$ cat src/core/pmoc_consts.svh
// Command codes, field positions, reset values and timing for the output control block.
`ifndef PMOC_CONSTS_SVH
`define PMOC_CONSTS_SVH
`define PMOC_CMD_PAGE 8'h00
`define PMOC_CMD_OP 8'h01
`define PMOC_CMD_CFG 8'h02
`define PMOC_CMD_CLR 8'h03
`define PMOC_CMD_SDEF 8'h11
`define PMOC_CMD_RDEF 8'h12
`define PMOC_CMD_SUSR 8'h15
`define PMOC_CMD_RUSR 8'h16
`define PMOC_CMD_VMODE 8'h20
`define PMOC_CMD_VCMD 8'h21
`define PMOC_CMD_TRIM 8'h22
`define PMOC_CMD_CAL 8'h23
`define PMOC_CMD_MAX 8'h24
`define PMOC_CMD_MHI 8'h25
`define PMOC_CMD_MLO 8'h26
`define PMOC_IX_PAGE 4'h0
`define PMOC_IX_OP 4'h1
`define PMOC_IX_CFG 4'h2
`define PMOC_IX_VCMD 4'h3
`define PMOC_IX_TRIM 4'h4
`define PMOC_IX_CAL 4'h5
`define PMOC_IX_MAX 4'h6
`define PMOC_IX_MHI 4'h7
`define PMOC_IX_MLO 4'h8
`define PMOC_IX_NONE 4'hF
`define PMOC_NREG 9
`define PMOC_OP_EN 7:6
`define PMOC_OP_MG 5:4
`define PMOC_EN_IMM 2'h0
`define PMOC_EN_SOFT 2'h1
`define PMOC_EN_ON 2'h2
`define PMOC_MG_NOM 2'h0
`define PMOC_MG_LOW 2'h1
`define PMOC_MG_HIGH 2'h2
`define PMOC_FLD_BAD 2'h3
`define PMOC_CFG_PWRUP 4
`define PMOC_CFG_BUS 3
`define PMOC_CFG_PIN 2
`define PMOC_CFG_POL 1
`define PMOC_CFG_FAST 0
`define PMOC_VMODE_DEF 8'h14
`define PMOC_RST_OP 16'h0000
`define PMOC_RST_CFG 16'h0016
`define PMOC_RST_VOUT 16'h0000
`define PMOC_TRIM_LIM_MV 150
`define PMOC_LSB_PER_V 4096
`define PMOC_MAX_PCT 24'h000073
`define PMOC_PCT_DIV 24'h000064
`define PMOC_NVM_WAIT_MS 20
`define PMOC_CLK_KHZ 250000
`define PMOC_SYNC_CNT 2'h2
`endif

$ cat src/core/pmoc_pkg.sv
// Types shared by the output control block.
package pmoc_pkg;
  typedef logic [15:0] pmoc_word_t;
  typedef enum logic [1:0] {PMOC_ST_BOOT, PMOC_ST_IDLE, PMOC_ST_BUSY} pmoc_state_e;
endpackage

$ cat src/core/pmoc_ctrl.sv
// Output control command interpreter: enable, margining, setpoint and configuration store.
// Function
// - Operation enable field acts only when bus enable mode is configured.
// - Enable codes: 00 immediate off, 01 soft off, 10 on with ramp.
// - Margin codes: 00 nominal, 01 margin low, 10 margin high.
// - Power-up bit set: output waits for pin and bus enable, as their mode bits require.
// - Bus mode bit: 0 ignores bus on/off, 1 requires bus on.
// - Pin mode bit: 0 ignores pin, 1 requires pin asserted.
// - Polarity bit 1 makes the control pin active high.
// - Pin turn-off method: 0 soft off, 1 immediate off.
// - Code 0x03 clears every fault status bit.
// - Code 0x11 saves configuration to default store; protected by default.
// - Code 0x12 reloads working configuration from default store.
// - Code 0x15 saves settings written since last restore to user store.
// - Code 0x16 reloads user store over defaults; also runs at power-up.
// - User restore sets security level to one.
// - Mode byte is read-only; bits 4:0 are a signed exponent.
// - Mode bits 7:5 give encoding: linear, VID or direct.
// - Setpoint is a 16-bit unsigned read/write word.
// - Trim is a signed offset added to setpoint, limited to 150 mV.
// - Calibration offset is signed and added like trim, but without the trim limit.
// - Target clamps at ceiling; ceiling capped at 115 percent of strap.
// - Margin words replace the setpoint in the target while their margin state is selected.
`timescale 1ns/100ps
`include "pmoc_consts.svh"

module pmoc_ctrl #(
  parameter int unsigned NVM_WAIT_CYC = `PMOC_NVM_WAIT_MS * `PMOC_CLK_KHZ,
  parameter logic [17:0] TRIM_LIM_CODE = 18'((`PMOC_TRIM_LIM_MV * `PMOC_LSB_PER_V) / 1000),
  parameter logic [7:0] VMODE = `PMOC_VMODE_DEF
) (
  input wire logic i_clk_sys,
  input wire logic i_reset,
  input wire logic i_cmd_valid,
  input wire logic i_cmd_write,
  input wire logic [7:0] i_cmd_code,
  input wire pmoc_pkg::pmoc_word_t i_cmd_data,
  input wire logic i_default_store_unlock,
  input wire logic i_ctrl_pin,
  input wire pmoc_pkg::pmoc_word_t i_voltage_set_strap_pin,
  output logic o_cmd_ready,
  output logic o_rsp_valid,
  output logic o_rsp_err,
  output pmoc_pkg::pmoc_word_t o_rsp_data,
  output logic o_out_enable,
  output logic o_off_fast,
  output logic [1:0] o_margin_sel,
  output pmoc_pkg::pmoc_word_t o_target_code,
  output logic o_clear_faults,
  output logic o_nvm_busy,
  output logic [1:0] o_security_level
);
  import pmoc_pkg::*;

  localparam int WCW = $clog2(NVM_WAIT_CYC + 1);
  localparam int NR = `PMOC_NREG;

  function automatic logic [3:0] code_ix(input logic [7:0] c);
    case (c)
      `PMOC_CMD_PAGE: code_ix = `PMOC_IX_PAGE;
      `PMOC_CMD_OP: code_ix = `PMOC_IX_OP;
      `PMOC_CMD_CFG: code_ix = `PMOC_IX_CFG;
      `PMOC_CMD_VCMD: code_ix = `PMOC_IX_VCMD;
      `PMOC_CMD_TRIM: code_ix = `PMOC_IX_TRIM;
      `PMOC_CMD_CAL: code_ix = `PMOC_IX_CAL;
      `PMOC_CMD_MAX: code_ix = `PMOC_IX_MAX;
      `PMOC_CMD_MHI: code_ix = `PMOC_IX_MHI;
      `PMOC_CMD_MLO: code_ix = `PMOC_IX_MLO;
      default: code_ix = `PMOC_IX_NONE;
    endcase
  endfunction

  function automatic pmoc_word_t rst_val(input int i);
    if (i == int'(`PMOC_IX_OP)) begin
      rst_val = `PMOC_RST_OP;
    end else if (i == int'(`PMOC_IX_CFG)) begin
      rst_val = `PMOC_RST_CFG;
    end else begin
      rst_val = `PMOC_RST_VOUT;
    end
  endfunction

  function automatic logic [17:0] sx18(input pmoc_word_t w);
    sx18 = {{2{w[15]}}, w};
  endfunction

  pmoc_state_e state_r;
  pmoc_word_t cfg_r [NR];
  pmoc_word_t def_r [NR];
  pmoc_word_t usr_r [NR];
  logic [NR-1:0] dirty_r;
  logic [NR-1:0] usr_vld_r;
  logic [WCW-1:0] wait_r;
  logic [1:0] boot_cnt_r;
  logic ctrl_s1_r;
  logic ctrl_s2_r;
  pmoc_word_t strap_s1_r;
  pmoc_word_t strap_s2_r;
  pmoc_word_t strap_r;
  logic op_on_r;
  logic bus_fast_r;
  logic en_r;
  logic off_fast_r;
  logic [1:0] margin_r;
  pmoc_word_t target_r;
  logic rsp_valid_r;
  logic rsp_err_r;
  pmoc_word_t rsp_data_r;
  logic clr_r;
  logic [1:0] sec_r;

  //////////////////////////////////////////////////////////////////////////////
  // Command decode.
  wire logic acc = i_cmd_valid && o_cmd_ready;
  wire logic wr = acc && i_cmd_write;
  wire logic rd = acc && !i_cmd_write;
  wire logic [3:0] ix = code_ix(i_cmd_code);
  wire logic reg_hit = ix != `PMOC_IX_NONE;
  wire logic is_mode = i_cmd_code == `PMOC_CMD_VMODE;
  wire logic do_clr = wr && i_cmd_code == `PMOC_CMD_CLR;
  wire logic sdef_cmd = wr && i_cmd_code == `PMOC_CMD_SDEF;
  wire logic do_sdef = sdef_cmd && i_default_store_unlock;
  wire logic sdef_locked = sdef_cmd && !i_default_store_unlock;
  wire logic do_rdef = wr && i_cmd_code == `PMOC_CMD_RDEF;
  wire logic do_susr = wr && i_cmd_code == `PMOC_CMD_SUSR;
  wire logic boot_go = state_r == PMOC_ST_BOOT && boot_cnt_r == `PMOC_SYNC_CNT;
  wire logic do_rusr = (wr && i_cmd_code == `PMOC_CMD_RUSR) || boot_go;
  wire logic is_send = do_clr || sdef_cmd || do_rdef || do_susr || do_rusr;
  wire logic do_wr = wr && reg_hit;
  wire logic cmd_err = (wr && !reg_hit && !is_send) || (rd && !reg_hit && !is_mode) || sdef_locked;
  wire logic [3:0] op_ix = `PMOC_IX_OP;

  assign o_cmd_ready = state_r == PMOC_ST_IDLE;

  //////////////////////////////////////////////////////////////////////////////
  // Write value shaping: byte registers keep the low byte; the ceiling is capped by the strap.
  wire logic [23:0] max_prod = {8'h00, strap_r} * `PMOC_MAX_PCT;
  wire logic [23:0] max_lim24 = max_prod / `PMOC_PCT_DIV;
  wire pmoc_word_t max_lim = (max_lim24 > 24'h00FFFF) ? 16'hFFFF : max_lim24[15:0];
  wire logic is_byte = ix <= `PMOC_IX_CFG;
  wire logic cap_max = ix == `PMOC_IX_MAX && i_cmd_data > max_lim;
  wire pmoc_word_t wr_val = cap_max ? max_lim : (is_byte ? {8'h00, i_cmd_data[7:0]} : i_cmd_data);

  //////////////////////////////////////////////////////////////////////////////
  // Read path; the mode byte is a constant and answers reads only.
  wire pmoc_word_t rd_val = is_mode ? {8'h00, VMODE} : (reg_hit ? cfg_r[ix] : 16'h0000);

  //////////////////////////////////////////////////////////////////////////////
  // Operation byte effects.
  wire logic [1:0] op_en = i_cmd_data[`PMOC_OP_EN];
  wire logic [1:0] op_mg = i_cmd_data[`PMOC_OP_MG];
  wire logic op_wr = do_wr && ix == op_ix;
  wire logic op_en_upd = op_wr && cfg_r[`PMOC_IX_CFG][`PMOC_CFG_BUS] && op_en != `PMOC_FLD_BAD;
  wire logic op_mg_upd = op_wr && op_mg != `PMOC_FLD_BAD;

  //////////////////////////////////////////////////////////////////////////////
  // Enable arbitration between power-up mode, control pin and bus.
  wire pmoc_word_t cfg_w = cfg_r[`PMOC_IX_CFG];
  wire logic pin_act = cfg_w[`PMOC_CFG_POL] ? ctrl_s2_r : !ctrl_s2_r;
  wire logic pin_ok = !cfg_w[`PMOC_CFG_PIN] || pin_act;
  wire logic bus_ok = !cfg_w[`PMOC_CFG_BUS] || op_on_r;
  wire logic en_nxt = state_r != PMOC_ST_BOOT && (!cfg_w[`PMOC_CFG_PWRUP] || (pin_ok && bus_ok));
  wire logic off_fast_nxt = !bus_ok ? bus_fast_r : cfg_w[`PMOC_CFG_FAST];

  //////////////////////////////////////////////////////////////////////////////
  // Target: selected word plus limited trim plus calibration, clamped to zero and the ceiling.
  wire pmoc_word_t sel_w = (margin_r == `PMOC_MG_LOW) ? cfg_r[`PMOC_IX_MLO] :
                           (margin_r == `PMOC_MG_HIGH) ? cfg_r[`PMOC_IX_MHI] : cfg_r[`PMOC_IX_VCMD];
  wire logic signed [17:0] trim_s = signed'(sx18(cfg_r[`PMOC_IX_TRIM]));
  wire logic signed [17:0] lim_s = signed'(TRIM_LIM_CODE);
  wire logic signed [17:0] trim_c = (trim_s > lim_s) ? lim_s : ((trim_s < -lim_s) ? -lim_s : trim_s);
  wire logic signed [17:0] cal_s = signed'(sx18(cfg_r[`PMOC_IX_CAL]));
  wire logic signed [17:0] sum_s = signed'({2'b00, sel_w}) + trim_c + cal_s;
  wire pmoc_word_t vmax = cfg_r[`PMOC_IX_MAX];
  wire pmoc_word_t tgt_w = (sum_s < 18'sh00000) ? 16'h0000 :
                           ((sum_s > signed'({2'b00, vmax})) ? vmax : sum_s[15:0]);

  //////////////////////////////////////////////////////////////////////////////
  // Synchronisers and strap capture. The strap is sampled on each boot cycle after reset release, then held.
  always_ff @(posedge i_clk_sys or posedge i_reset) begin
    if (i_reset) begin
      ctrl_s1_r <= 1'b0;
      ctrl_s2_r <= 1'b0;
      strap_s1_r <= 16'h0000;
      strap_s2_r <= 16'h0000;
    end else begin
      ctrl_s1_r <= i_ctrl_pin;
      ctrl_s2_r <= ctrl_s1_r;
      strap_s1_r <= i_voltage_set_strap_pin;
      strap_s2_r <= strap_s1_r;
    end
  end

  always_ff @(posedge i_clk_sys or posedge i_reset) begin
    if (i_reset) begin
      boot_cnt_r <= 2'h0;
      strap_r <= 16'h0000;
    end else if (state_r == PMOC_ST_BOOT) begin
      // Only the second stage is read, so a metastable first stage never reaches the ceiling cap.
      // The boot count gives the pin value time to arrive there before the restore fires.
      if (boot_cnt_r != `PMOC_SYNC_CNT) begin
        boot_cnt_r <= boot_cnt_r + 2'h1;
      end
      strap_r <= strap_s2_r;
    end
  end

  //////////////////////////////////////////////////////////////////////////////
  // Sequencer: power-up restore, then a busy window after each user store or restore.
  always_ff @(posedge i_clk_sys or posedge i_reset) begin
    if (i_reset) begin
      state_r <= PMOC_ST_BOOT;
      wait_r <= '0;
    end else begin
      unique case (state_r)
        PMOC_ST_BOOT: begin
          if (boot_go) begin
            state_r <= PMOC_ST_BUSY;
            wait_r <= WCW'(NVM_WAIT_CYC - 1);
          end
        end
        PMOC_ST_IDLE: begin
          if (do_susr || do_rusr) begin
            state_r <= PMOC_ST_BUSY;
            wait_r <= WCW'(NVM_WAIT_CYC - 1);
          end
        end
        PMOC_ST_BUSY: begin
          if (wait_r == '0) begin
            state_r <= PMOC_ST_IDLE;
          end else begin
            wait_r <= wait_r - WCW'(1);
          end
        end
      endcase
    end
  end

  //////////////////////////////////////////////////////////////////////////////
  // Working and store arrays. The default store is reset to factory values and the user store is cleared here, so this model
  // loses user contents on reset; a real nonvolatile macro keeps them across power cycles.
  always_ff @(posedge i_clk_sys or posedge i_reset) begin
    if (i_reset) begin
      for (int i = 0; i < NR; i++) begin
        cfg_r[i] <= rst_val(i);
        def_r[i] <= rst_val(i);
        usr_r[i] <= 16'h0000;
      end
      dirty_r <= '0;
      usr_vld_r <= '0;
    end else if (do_rusr) begin
      for (int i = 0; i < NR; i++) begin
        cfg_r[i] <= usr_vld_r[i] ? usr_r[i] : def_r[i];
      end
      dirty_r <= '0;
    end else if (do_rdef) begin
      for (int i = 0; i < NR; i++) begin
        cfg_r[i] <= def_r[i];
      end
      dirty_r <= '0;
    end else if (do_susr) begin
      for (int i = 0; i < NR; i++) begin
        if (dirty_r[i]) begin
          usr_r[i] <= cfg_r[i];
        end
      end
      usr_vld_r <= usr_vld_r | dirty_r;
    end else if (do_sdef) begin
      for (int i = 0; i < NR; i++) begin
        def_r[i] <= cfg_r[i];
      end
    end else if (do_wr) begin
      cfg_r[ix] <= wr_val;
      dirty_r[ix] <= 1'b1;
    end
  end

  //////////////////////////////////////////////////////////////////////////////
  // Output state.
  always_ff @(posedge i_clk_sys or posedge i_reset) begin
    if (i_reset) begin
      op_on_r <= 1'b0;
      bus_fast_r <= 1'b0;
      margin_r <= `PMOC_MG_NOM;
      en_r <= 1'b0;
      off_fast_r <= 1'b0;
      target_r <= 16'h0000;
    end else begin
      if (op_en_upd) begin
        op_on_r <= op_en == `PMOC_EN_ON;
        bus_fast_r <= op_en == `PMOC_EN_IMM;
      end
      if (op_mg_upd) begin
        margin_r <= op_mg;
      end
      en_r <= en_nxt;
      if (en_r && !en_nxt) begin
        off_fast_r <= off_fast_nxt;
      end
      target_r <= tgt_w;
    end
  end

  always_ff @(posedge i_clk_sys or posedge i_reset) begin
    if (i_reset) begin
      rsp_valid_r <= 1'b0;
      rsp_err_r <= 1'b0;
      rsp_data_r <= 16'h0000;
      clr_r <= 1'b0;
      sec_r <= 2'h0;
    end else begin
      rsp_valid_r <= acc;
      rsp_err_r <= acc && cmd_err;
      rsp_data_r <= rd ? rd_val : 16'h0000;
      clr_r <= do_clr;
      if (do_rusr) begin
        sec_r <= 2'h1;
      end
    end
  end

  assign o_rsp_valid = rsp_valid_r;
  assign o_rsp_err = rsp_err_r;
  assign o_rsp_data = rsp_data_r;
  assign o_out_enable = en_r;
  assign o_off_fast = off_fast_r;
  assign o_margin_sel = margin_r;
  assign o_target_code = target_r;
  assign o_clear_faults = clr_r;
  assign o_nvm_busy = state_r != PMOC_ST_IDLE;
  assign o_security_level = sec_r;
endmodule // pmoc_ctrl

$ cat config.mk
export PLATFORM = sky130hd
export DESIGN_NAME = pmoc_ctrl
export DESIGN_NICKNAME = d
export VERILOG_FILES = /design/src/core/pmoc_pkg.sv /design/src/core/pmoc_ctrl.sv
export VERILOG_INCLUDE_DIRS = /design/src /design/src/core
export SDC_FILE = /design/constraint.sdc
export NUM_CORES = 2
export LEC_CHECK = 0
export BUFFER_PORTS_ARGS = -buffer_cell sky130_fd_sc_hd__buf_2
export CAP_MARGIN = 20
export CELL_PAD_IN_SITES_DETAIL_PLACEMENT = 1
export CELL_PAD_IN_SITES_GLOBAL_PLACEMENT = 2
export CORE_AREA = 5 5 253 316
export CTS_BUF_LIST = sky130_fd_sc_hd__clkbuf_4
export CTS_CLUSTER_DIAMETER = 200
export CTS_CLUSTER_SIZE = 40
export DETAILED_ROUTE_END_ITERATION = 8
export DIE_AREA = 0 0 258 321
export GPL_TIMING_DRIVEN = 0
export PLACE_DENSITY_LB_ADDON = 0.25
export SLEW_MARGIN = 20
export SYNTH_ARGS = -nofsm -noshare
export SYNTH_HDL_FRONTEND = slang
export SYNTH_SLANG_ARGS = --single-unit
$ cat constraint.sdc
create_clock -name i_clk_sys -period 25.3 [get_ports i_clk_sys]
set_input_delay 5.06 -clock i_clk_sys [delete_from_list [all_inputs] [get_ports i_clk_sys]]
set_output_delay 5.06 -clock i_clk_sys [all_outputs]
set_load 0.01 [all_outputs]
# [Word level (Yosys, flattened, before mapping)]
# Index checks and enable logic that the tools add are counted.
[op_classes] n_addsub=4 n_mul=1 div=1 magnitude_cmp=11 eq_ne=33 mux=50 n_bitwise=6 n_reduce_logical=69
[op_table] cell="2-to-1 mux 144 bit" count=5
[op_table] cell="2-to-1 mux 16 bit" count=22
[op_table] cell="bitwise mux 144 bit" count=1
[op_table] cell="2-to-1 mux 23 bit" count=3
[op_table] cell="one-hot mux 23 bit (3 select lines)" count=1
[op_table] cell="binary-select mux 16 bit (select 4 bit)" count=1
[op_table] cell="demux 16 bit (select 4 bit)" count=1
[op_table] cell="equality test 8 x 6 -> 1 bit (second input constant)" count=7
[op_table] cell="2-to-1 mux 9 bit" count=5
[op_table] cell="AND reduction 4 bit" count=10
[op_table] cell="2-to-1 mux 18 bit" count=2
[op_table] cell="one-hot mux 4 bit (9 select lines)" count=1
[op_table] cell="equality test 8 x 5 -> 1 bit (second input constant)" count=4
[op_table] cell="logical AND 1 bit" count=27
[op_table] cell="divider 23 x 7 -> 24 bit (second input constant)" count=1
[op_table] cell="> comparator 24 x 16 -> 1 bit (second input constant)" count=1
[op_table] cell="zero test 23 bit" count=1
[op_table] cell="multiplier 16 x 7 -> 23 bit (second input constant)" count=1
[op_table] cell="subtractor 23 x 1 -> 23 bit (second input constant)" count=1
[op_table] cell="adder 17 x 18 -> 18 bit" count=1
[op_table] cell="adder 18 x 16 -> 18 bit" count=1
[op_table] cell="> comparator 18 x 17 -> 1 bit" count=1
[op_table] cell="< comparator 18 x 1 -> 1 bit (second input constant)" count=1
[op_table] cell="OR 9 bit" count=2
[op_table] cell="34 further kinds" count=74
[totals] regBits=569 in_bits=46 out_inout_bits=43 elab_cells=223

# [Depth between registers and ports, before layout]
[logic_depth] depth_word=13 mapped_depth=74 depth_no_buf=64

# [Worst setup path after synthesis]
# Ideal clock, no wire load.
[synth_path] path_type="reg2reg" start="reg strap_r[6]" end="reg cfg_r (netlist bit vmax[6])" setup_time_ns=0.078 arrival_time_ns=16.013 required_ns=25.222 path_slack_ns=9.210 path_stages_with_launch=70 n_path_buf=7 period_less_slack_ns=16.090 path_cell_list="dfrtp_1 -> inv_1 -> fa_1 -> inv_1 -> fa_1 -> ha_1 -> inv_1 -> fa_1 -> inv_1 -> ha_1 -> buf_2 -> a21oi_1 -> o21ai_1 -> nor3b_1 -> or4_1 -> a22oi_2 -> a2111oi_1 -> o32a_1 -> [34 not listed] -> o32a_2 -> mux2i_1 -> o21ai_0 -> nand2_1 -> ha_1 -> o22ai_1 -> o21a_1 -> o21a_1 -> o21ai_0 -> nand2b_1 -> a21oi_1 -> nor3_1 -> a2111oi_0 -> nor3_1 -> clkbuf_1 -> a211oi_1 -> a222oi_1 -> a21oi_1"
[synth_via] elab_chain_cells=13
[synth_lines] element="start: declaration" line_no="pmoc_ctrl.sv:99" text="pmoc_word_t strap_r;"
[synth_lines] element="start signal: assignment" line_no="pmoc_ctrl.sv:204" text="strap_r <= strap_s2_r;"
[synth_lines] element="multiplier 16 x 7 -> 23 bit (no line) (*)"
[synth_lines] element="divider 23 x 7 -> 24 bit (no line) (*)"
[synth_lines] element="> comparator 24 x 16 -> 1 bit" line_no="pmoc_ctrl.sv:139" text="wire pmoc_word_t max_lim = (max_lim24 > 24'h00FFFF) ? 16'hFFFF : max_lim24[15:0];"
[synth_lines] element="2-to-1 mux 16 bit (*)" line_no="pmoc_ctrl.sv:139"
[synth_lines] element="> comparator 16 bit" line_no="pmoc_ctrl.sv:141" text="wire logic cap_max = ix == `PMOC_IX_MAX && i_cmd_data > max_lim;"
[synth_lines] element="logical AND 1 bit" line_no="pmoc_ctrl.sv:141"
[synth_lines] element="2-to-1 mux 16 bit (*)" line_no="pmoc_ctrl.sv:142" text="wire pmoc_word_t wr_val = cap_max ? max_lim : (is_byte ? {8'h00, i_cmd_data[7:0]} : i_cmd_data);"
[synth_lines] element="bitwise mux 144 bit (*)" line_no="pmoc_ctrl.sv:273" text="cfg_r[ix] <= wr_val;"
[synth_lines] element="2-to-1 mux 144 bit (*)" line_no="pmoc_ctrl.sv:272" text="end else if (do_wr) begin"
[synth_lines] element="2-to-1 mux 144 bit (*)" line_no="pmoc_ctrl.sv:268" text="end else if (do_sdef) begin"
[synth_lines] element="2-to-1 mux 144 bit (*)" line_no="pmoc_ctrl.sv:261" text="end else if (do_susr) begin"
[synth_lines] element="2-to-1 mux 144 bit (*)" line_no="pmoc_ctrl.sv:256" text="end else if (do_rdef) begin"
[synth_lines] element="2-to-1 mux 144 bit (*)" line_no="pmoc_ctrl.sv:251" text="end else if (do_rusr) begin"
[synth_lines] element="end signal: indexed assignment" line_no="pmoc_ctrl.sv:253" text="cfg_r[i] <= usr_vld_r[i] ? usr_r[i] : def_r[i];"
[synth_lines] element="end signal: indexed assignment" line_no="pmoc_ctrl.sv:258" text="cfg_r[i] <= def_r[i];"
[synth_lines] element="end signal: indexed assignment" line_no="pmoc_ctrl.sv:273"
[synth_lines] element="end: declaration" line_no="pmoc_ctrl.sv:88" text="pmoc_word_t cfg_r [NR];"
# Every way passes the cells marked *; elsewhere a longest branch is shown, timed or not. The select of a mux whose other input is x is not followed.
# A chain may end at the register's enable or synchronous reset.

# [Final worst setup path]
[layout_path] start="reg strap_r[11]" end="reg cfg_r (netlist bit cfg_w[0])"
# Same word-level chain as after synthesis.

==> flow_summary.toml <==
[critical_path]
worstRegToRegCells = 70
endpoint = "cfg_w[0]"
crit_required_ns = 26.13
worst-setup-path-type = "reg -> reg"
cp_common_cell = "a21oi_1"
crit_fanout = 10
r2r_end = "cfg_w[0]"
crit_slowest_cell = "nor3_1"
crit_arrival_ns = 21.11
rr_startpoint = "strap_r[11]"
max_stage_delay_ns = 0.84
r2r_slack_ns = 5.02
startpoint_type = "flip-flop"
crit_start = "strap_r[11]"
crit_path_end_kind = "flip-flop"

[timing]
setup_viol = 0
finalCritPeriodShare = 0.802
setup_ws_ns = 5.02
tns_ns = 0
finalClockSkew_ns = 0.215
slew_viol_final = 0
fin_crit_ns = 20.28
worst-slew-pin-transition_ns = 1.22
relSlewSlack = 0.187
fmax_mhz = 49.3
rsz0062_at_grt = "false"
finalHoldViolations = 0

[flow_run]
max_cap_violations = 0

[synthesis]
synth_xor_area_frac = 0.0223
yosysUniqueCellTypes = 105
ys_top_cells_by_area = "dfrtp_1, mux2_2, ha_1"
syn_inst = 3205
synth_compound_area_frac = 0.202
yosys_warnings = 0
yosysMostFrequentCell = "dfrtp_1"
synthMuxAreaShare = 0.110
synth-adder-area-share = 0.0783
syn_nets = 3415
synth_common_cells = "dfrtp_1, mux2_2, a21oi_1, nor2_1, nand2_1"
synth_top_family_by_area = "compound AO/OA/AOI/OAI gates"
netlist_area_sq_um = 32600
synth_edf_count = 0
ys_async_sr_fraction = 1.00
ys_dominant_reg_cell = "dfrtp_1"
ys_seq_area_frac = 0.437
synthSimpleGateAreaFrac = 0.107
synth_top_area_share = 0.432
synth_area_leader_cell = "dfrtp_1"
ys_ff_latch = 569
avgSynthCellArea_sq_um = 10.2

[placement]
dp_slack_ns = 5.42
dp.cells = 4293
dp_hpwl_um = 89300
io_buffers = 84
gp_congestion = 0.933

[status]
status = "finished clean"

[die]
die_w_um = 258
ioPinCount = 89
dieArea_sq_um = 82800
initial_core_util = 0.424
die_h_um = 321
core_sq_um = 76900
placement_rows = 114

[drt]
wl_um = 116000
post_drt_wl_per_cell_um = 26.9
dr.pass1.iters = 9
drc = 0
viasPerCell = 6.26
num_vias = 27058
drtAntennaViolNets = 0
drt_iter0_markers = 2733

[global_route]
grt_pass1_vias = 28649
grt_pass1_wl_um = 178000
grt_antenna_before_repair = 3
grt_max_degree = 112
overflow = 0
grtUsageTotal = 0.274

[cells_and_area]
nNetsFinal = 3537
seqCellArea_sq_um = 14200
final_core_util = 0.455
finalNonFillerCells = 4320
post_route_cells_drive_above_1_share = 0.149
multiInputGateArea_sq_um = 17100
fill_cells = 8582
areaGrowthSynthToFinish_pct = 7.15

[cts]
cts_num_sinks = 569
ctsResizeCount = 0
clkSlewWorstSetupHoldPaths_ns = 0.41
numCtsBuffers = 18
holdBufCountCts = 0
clkLatencyLatePin_ns = 0.96
clk_path_buf_depth = 3
postCtsSetupBuffers = 0
cts_tree = "yes"
cts_root_buf = "clkbuf_4"
cts-htree-levels = 1

[min_path]
hold_depth = 0
worstHoldPathType = "reg -> reg"
==> metrics by stage <==
| step | hold WS, ns | area [sq um] |
|---|---|---|
| final | 0.346 | 34900 |
| after global routing | 0.379 | 34900 |
| after CTS | 0.346 | 34900 |
| after detailed placement | 0.336 | 34700 |
| after global placement | 0.333 | 34300 |
| after floorplan | 0.331 | 32600 |
==> state kept, by name, indices dropped and copies added (netlist names), 16 cells and up <==
signal         count
strap_s2_r        16
o_target_code     16
def_r            144
wait_r            23
cfg_r             96
vmax              16
strap_r           16
o_rsp_data        16
cfg_w             16
usr_r            144
strap_s1_r        16
cal_s             16
==> cell type report <==
class	instances	area share
Buffer	174	0.0199
Sequential cell	569	0.408
Clock buffer	23	0.00494
Antenna cell	3	0.000215
Multi-Input combinational cell	2271	0.489
Clock inverter	1	0.000859
Timing Repair Buffer	102	0.0213
Tap cell	986	0.0353
Inverter	191	0.0207
==> critical path: cells and delay by family, from the launching register on <==
family	cells	cell delay [ns]
AO/OA/AOI/OAI	36	10.47
XOR/XNOR	1	0.74
adder cells (fa/ha/maj)	6	2.23
buffers and inverters	11	2.18
flip-flops	1	0.57
multiplexers	3	0.62
AND/OR/NAND/NOR	13	3.34
==> layout by cell type, fill, tap and decap left out, types with 10 or more instances in the layout <==
cell / n
dfrtp_1: 563
ha_1: 109
nor2_1: 254
buf_2: 97
a222oi_1: 134
fa_1: 55
mux2_2: 277
o21a_1: 14
clkbuf_4: 23
o21bai_1: 13
a221o_1: 15
nor4_1: 13
a31oi_1: 14
a21oi_1: 255
nand2b_1: 26
clkbuf_1: 148
and3_1: 16
and2_1: 29
o22a_1: 33
o31ai_1: 17
a221oi_1: 12
o221ai_1: 34
a211oi_1: 22
nand2_1: 240
o22ai_1: 15
or3_1: 21
a2111oi_0: 10
inv_1: 190
a21o_1: 34
o21ai_0: 152
nor2b_1: 10
xnor2_1: 58
nor3_1: 47
nand4_1: 24
xor2_1: 25
nand3_1: 39
o21ai_1: 18
mux2i_1: 41
o211ai_1: 21
==> logic make-up after synthesis <==
| family | after synthesis |
|---|---|
| xor+xnor | 83 |
| simple gates | 767 |
| other cells | 1 |
| buf+inv | 365 |
| fa+ha+maj | 173 |
| mux | 324 |
| flops | 569 |
| compound gates | 923 |
==> how the worst min path moves through the flow <==
stage	startpoint	to	slack, ns
2_1_floorplan	ctrl_s1_r	ctrl_s2_r	0.33
3_3_place_gp	strap_s1_r[15]	strap_s2_r[15]	0.33
3_5_place_dp	strap_s1_r[13]	strap_s2_r[13]	0.34
4_1_cts	strap_s1_r[13]	strap_s2_r[13]	0.35
5_1_grt	strap_s1_r[13]	strap_s2_r[13]	0.38
6_report	strap_s1_r[13]	strap_s2_r[13]	0.35
==> routing by layer <==
metal | up-vias | share of wire | track usage | routed length [um]
met1 | 14007 | 0.43 | 0.372 | 49500
li1 | 12022 | - | - | -
met2 | 861 | 0.48 | 0.467 | 55900
met3 | 166 | 0.057 | 0.0288 | 6620
met5 | - | 0.000095 | 0 | 11
met4 | 2 | 0.036 | 0.0853 | 4200
Power is not shown: default switching activity piles up to over one toggle a cycle in this logic, so the estimate is an artifact.
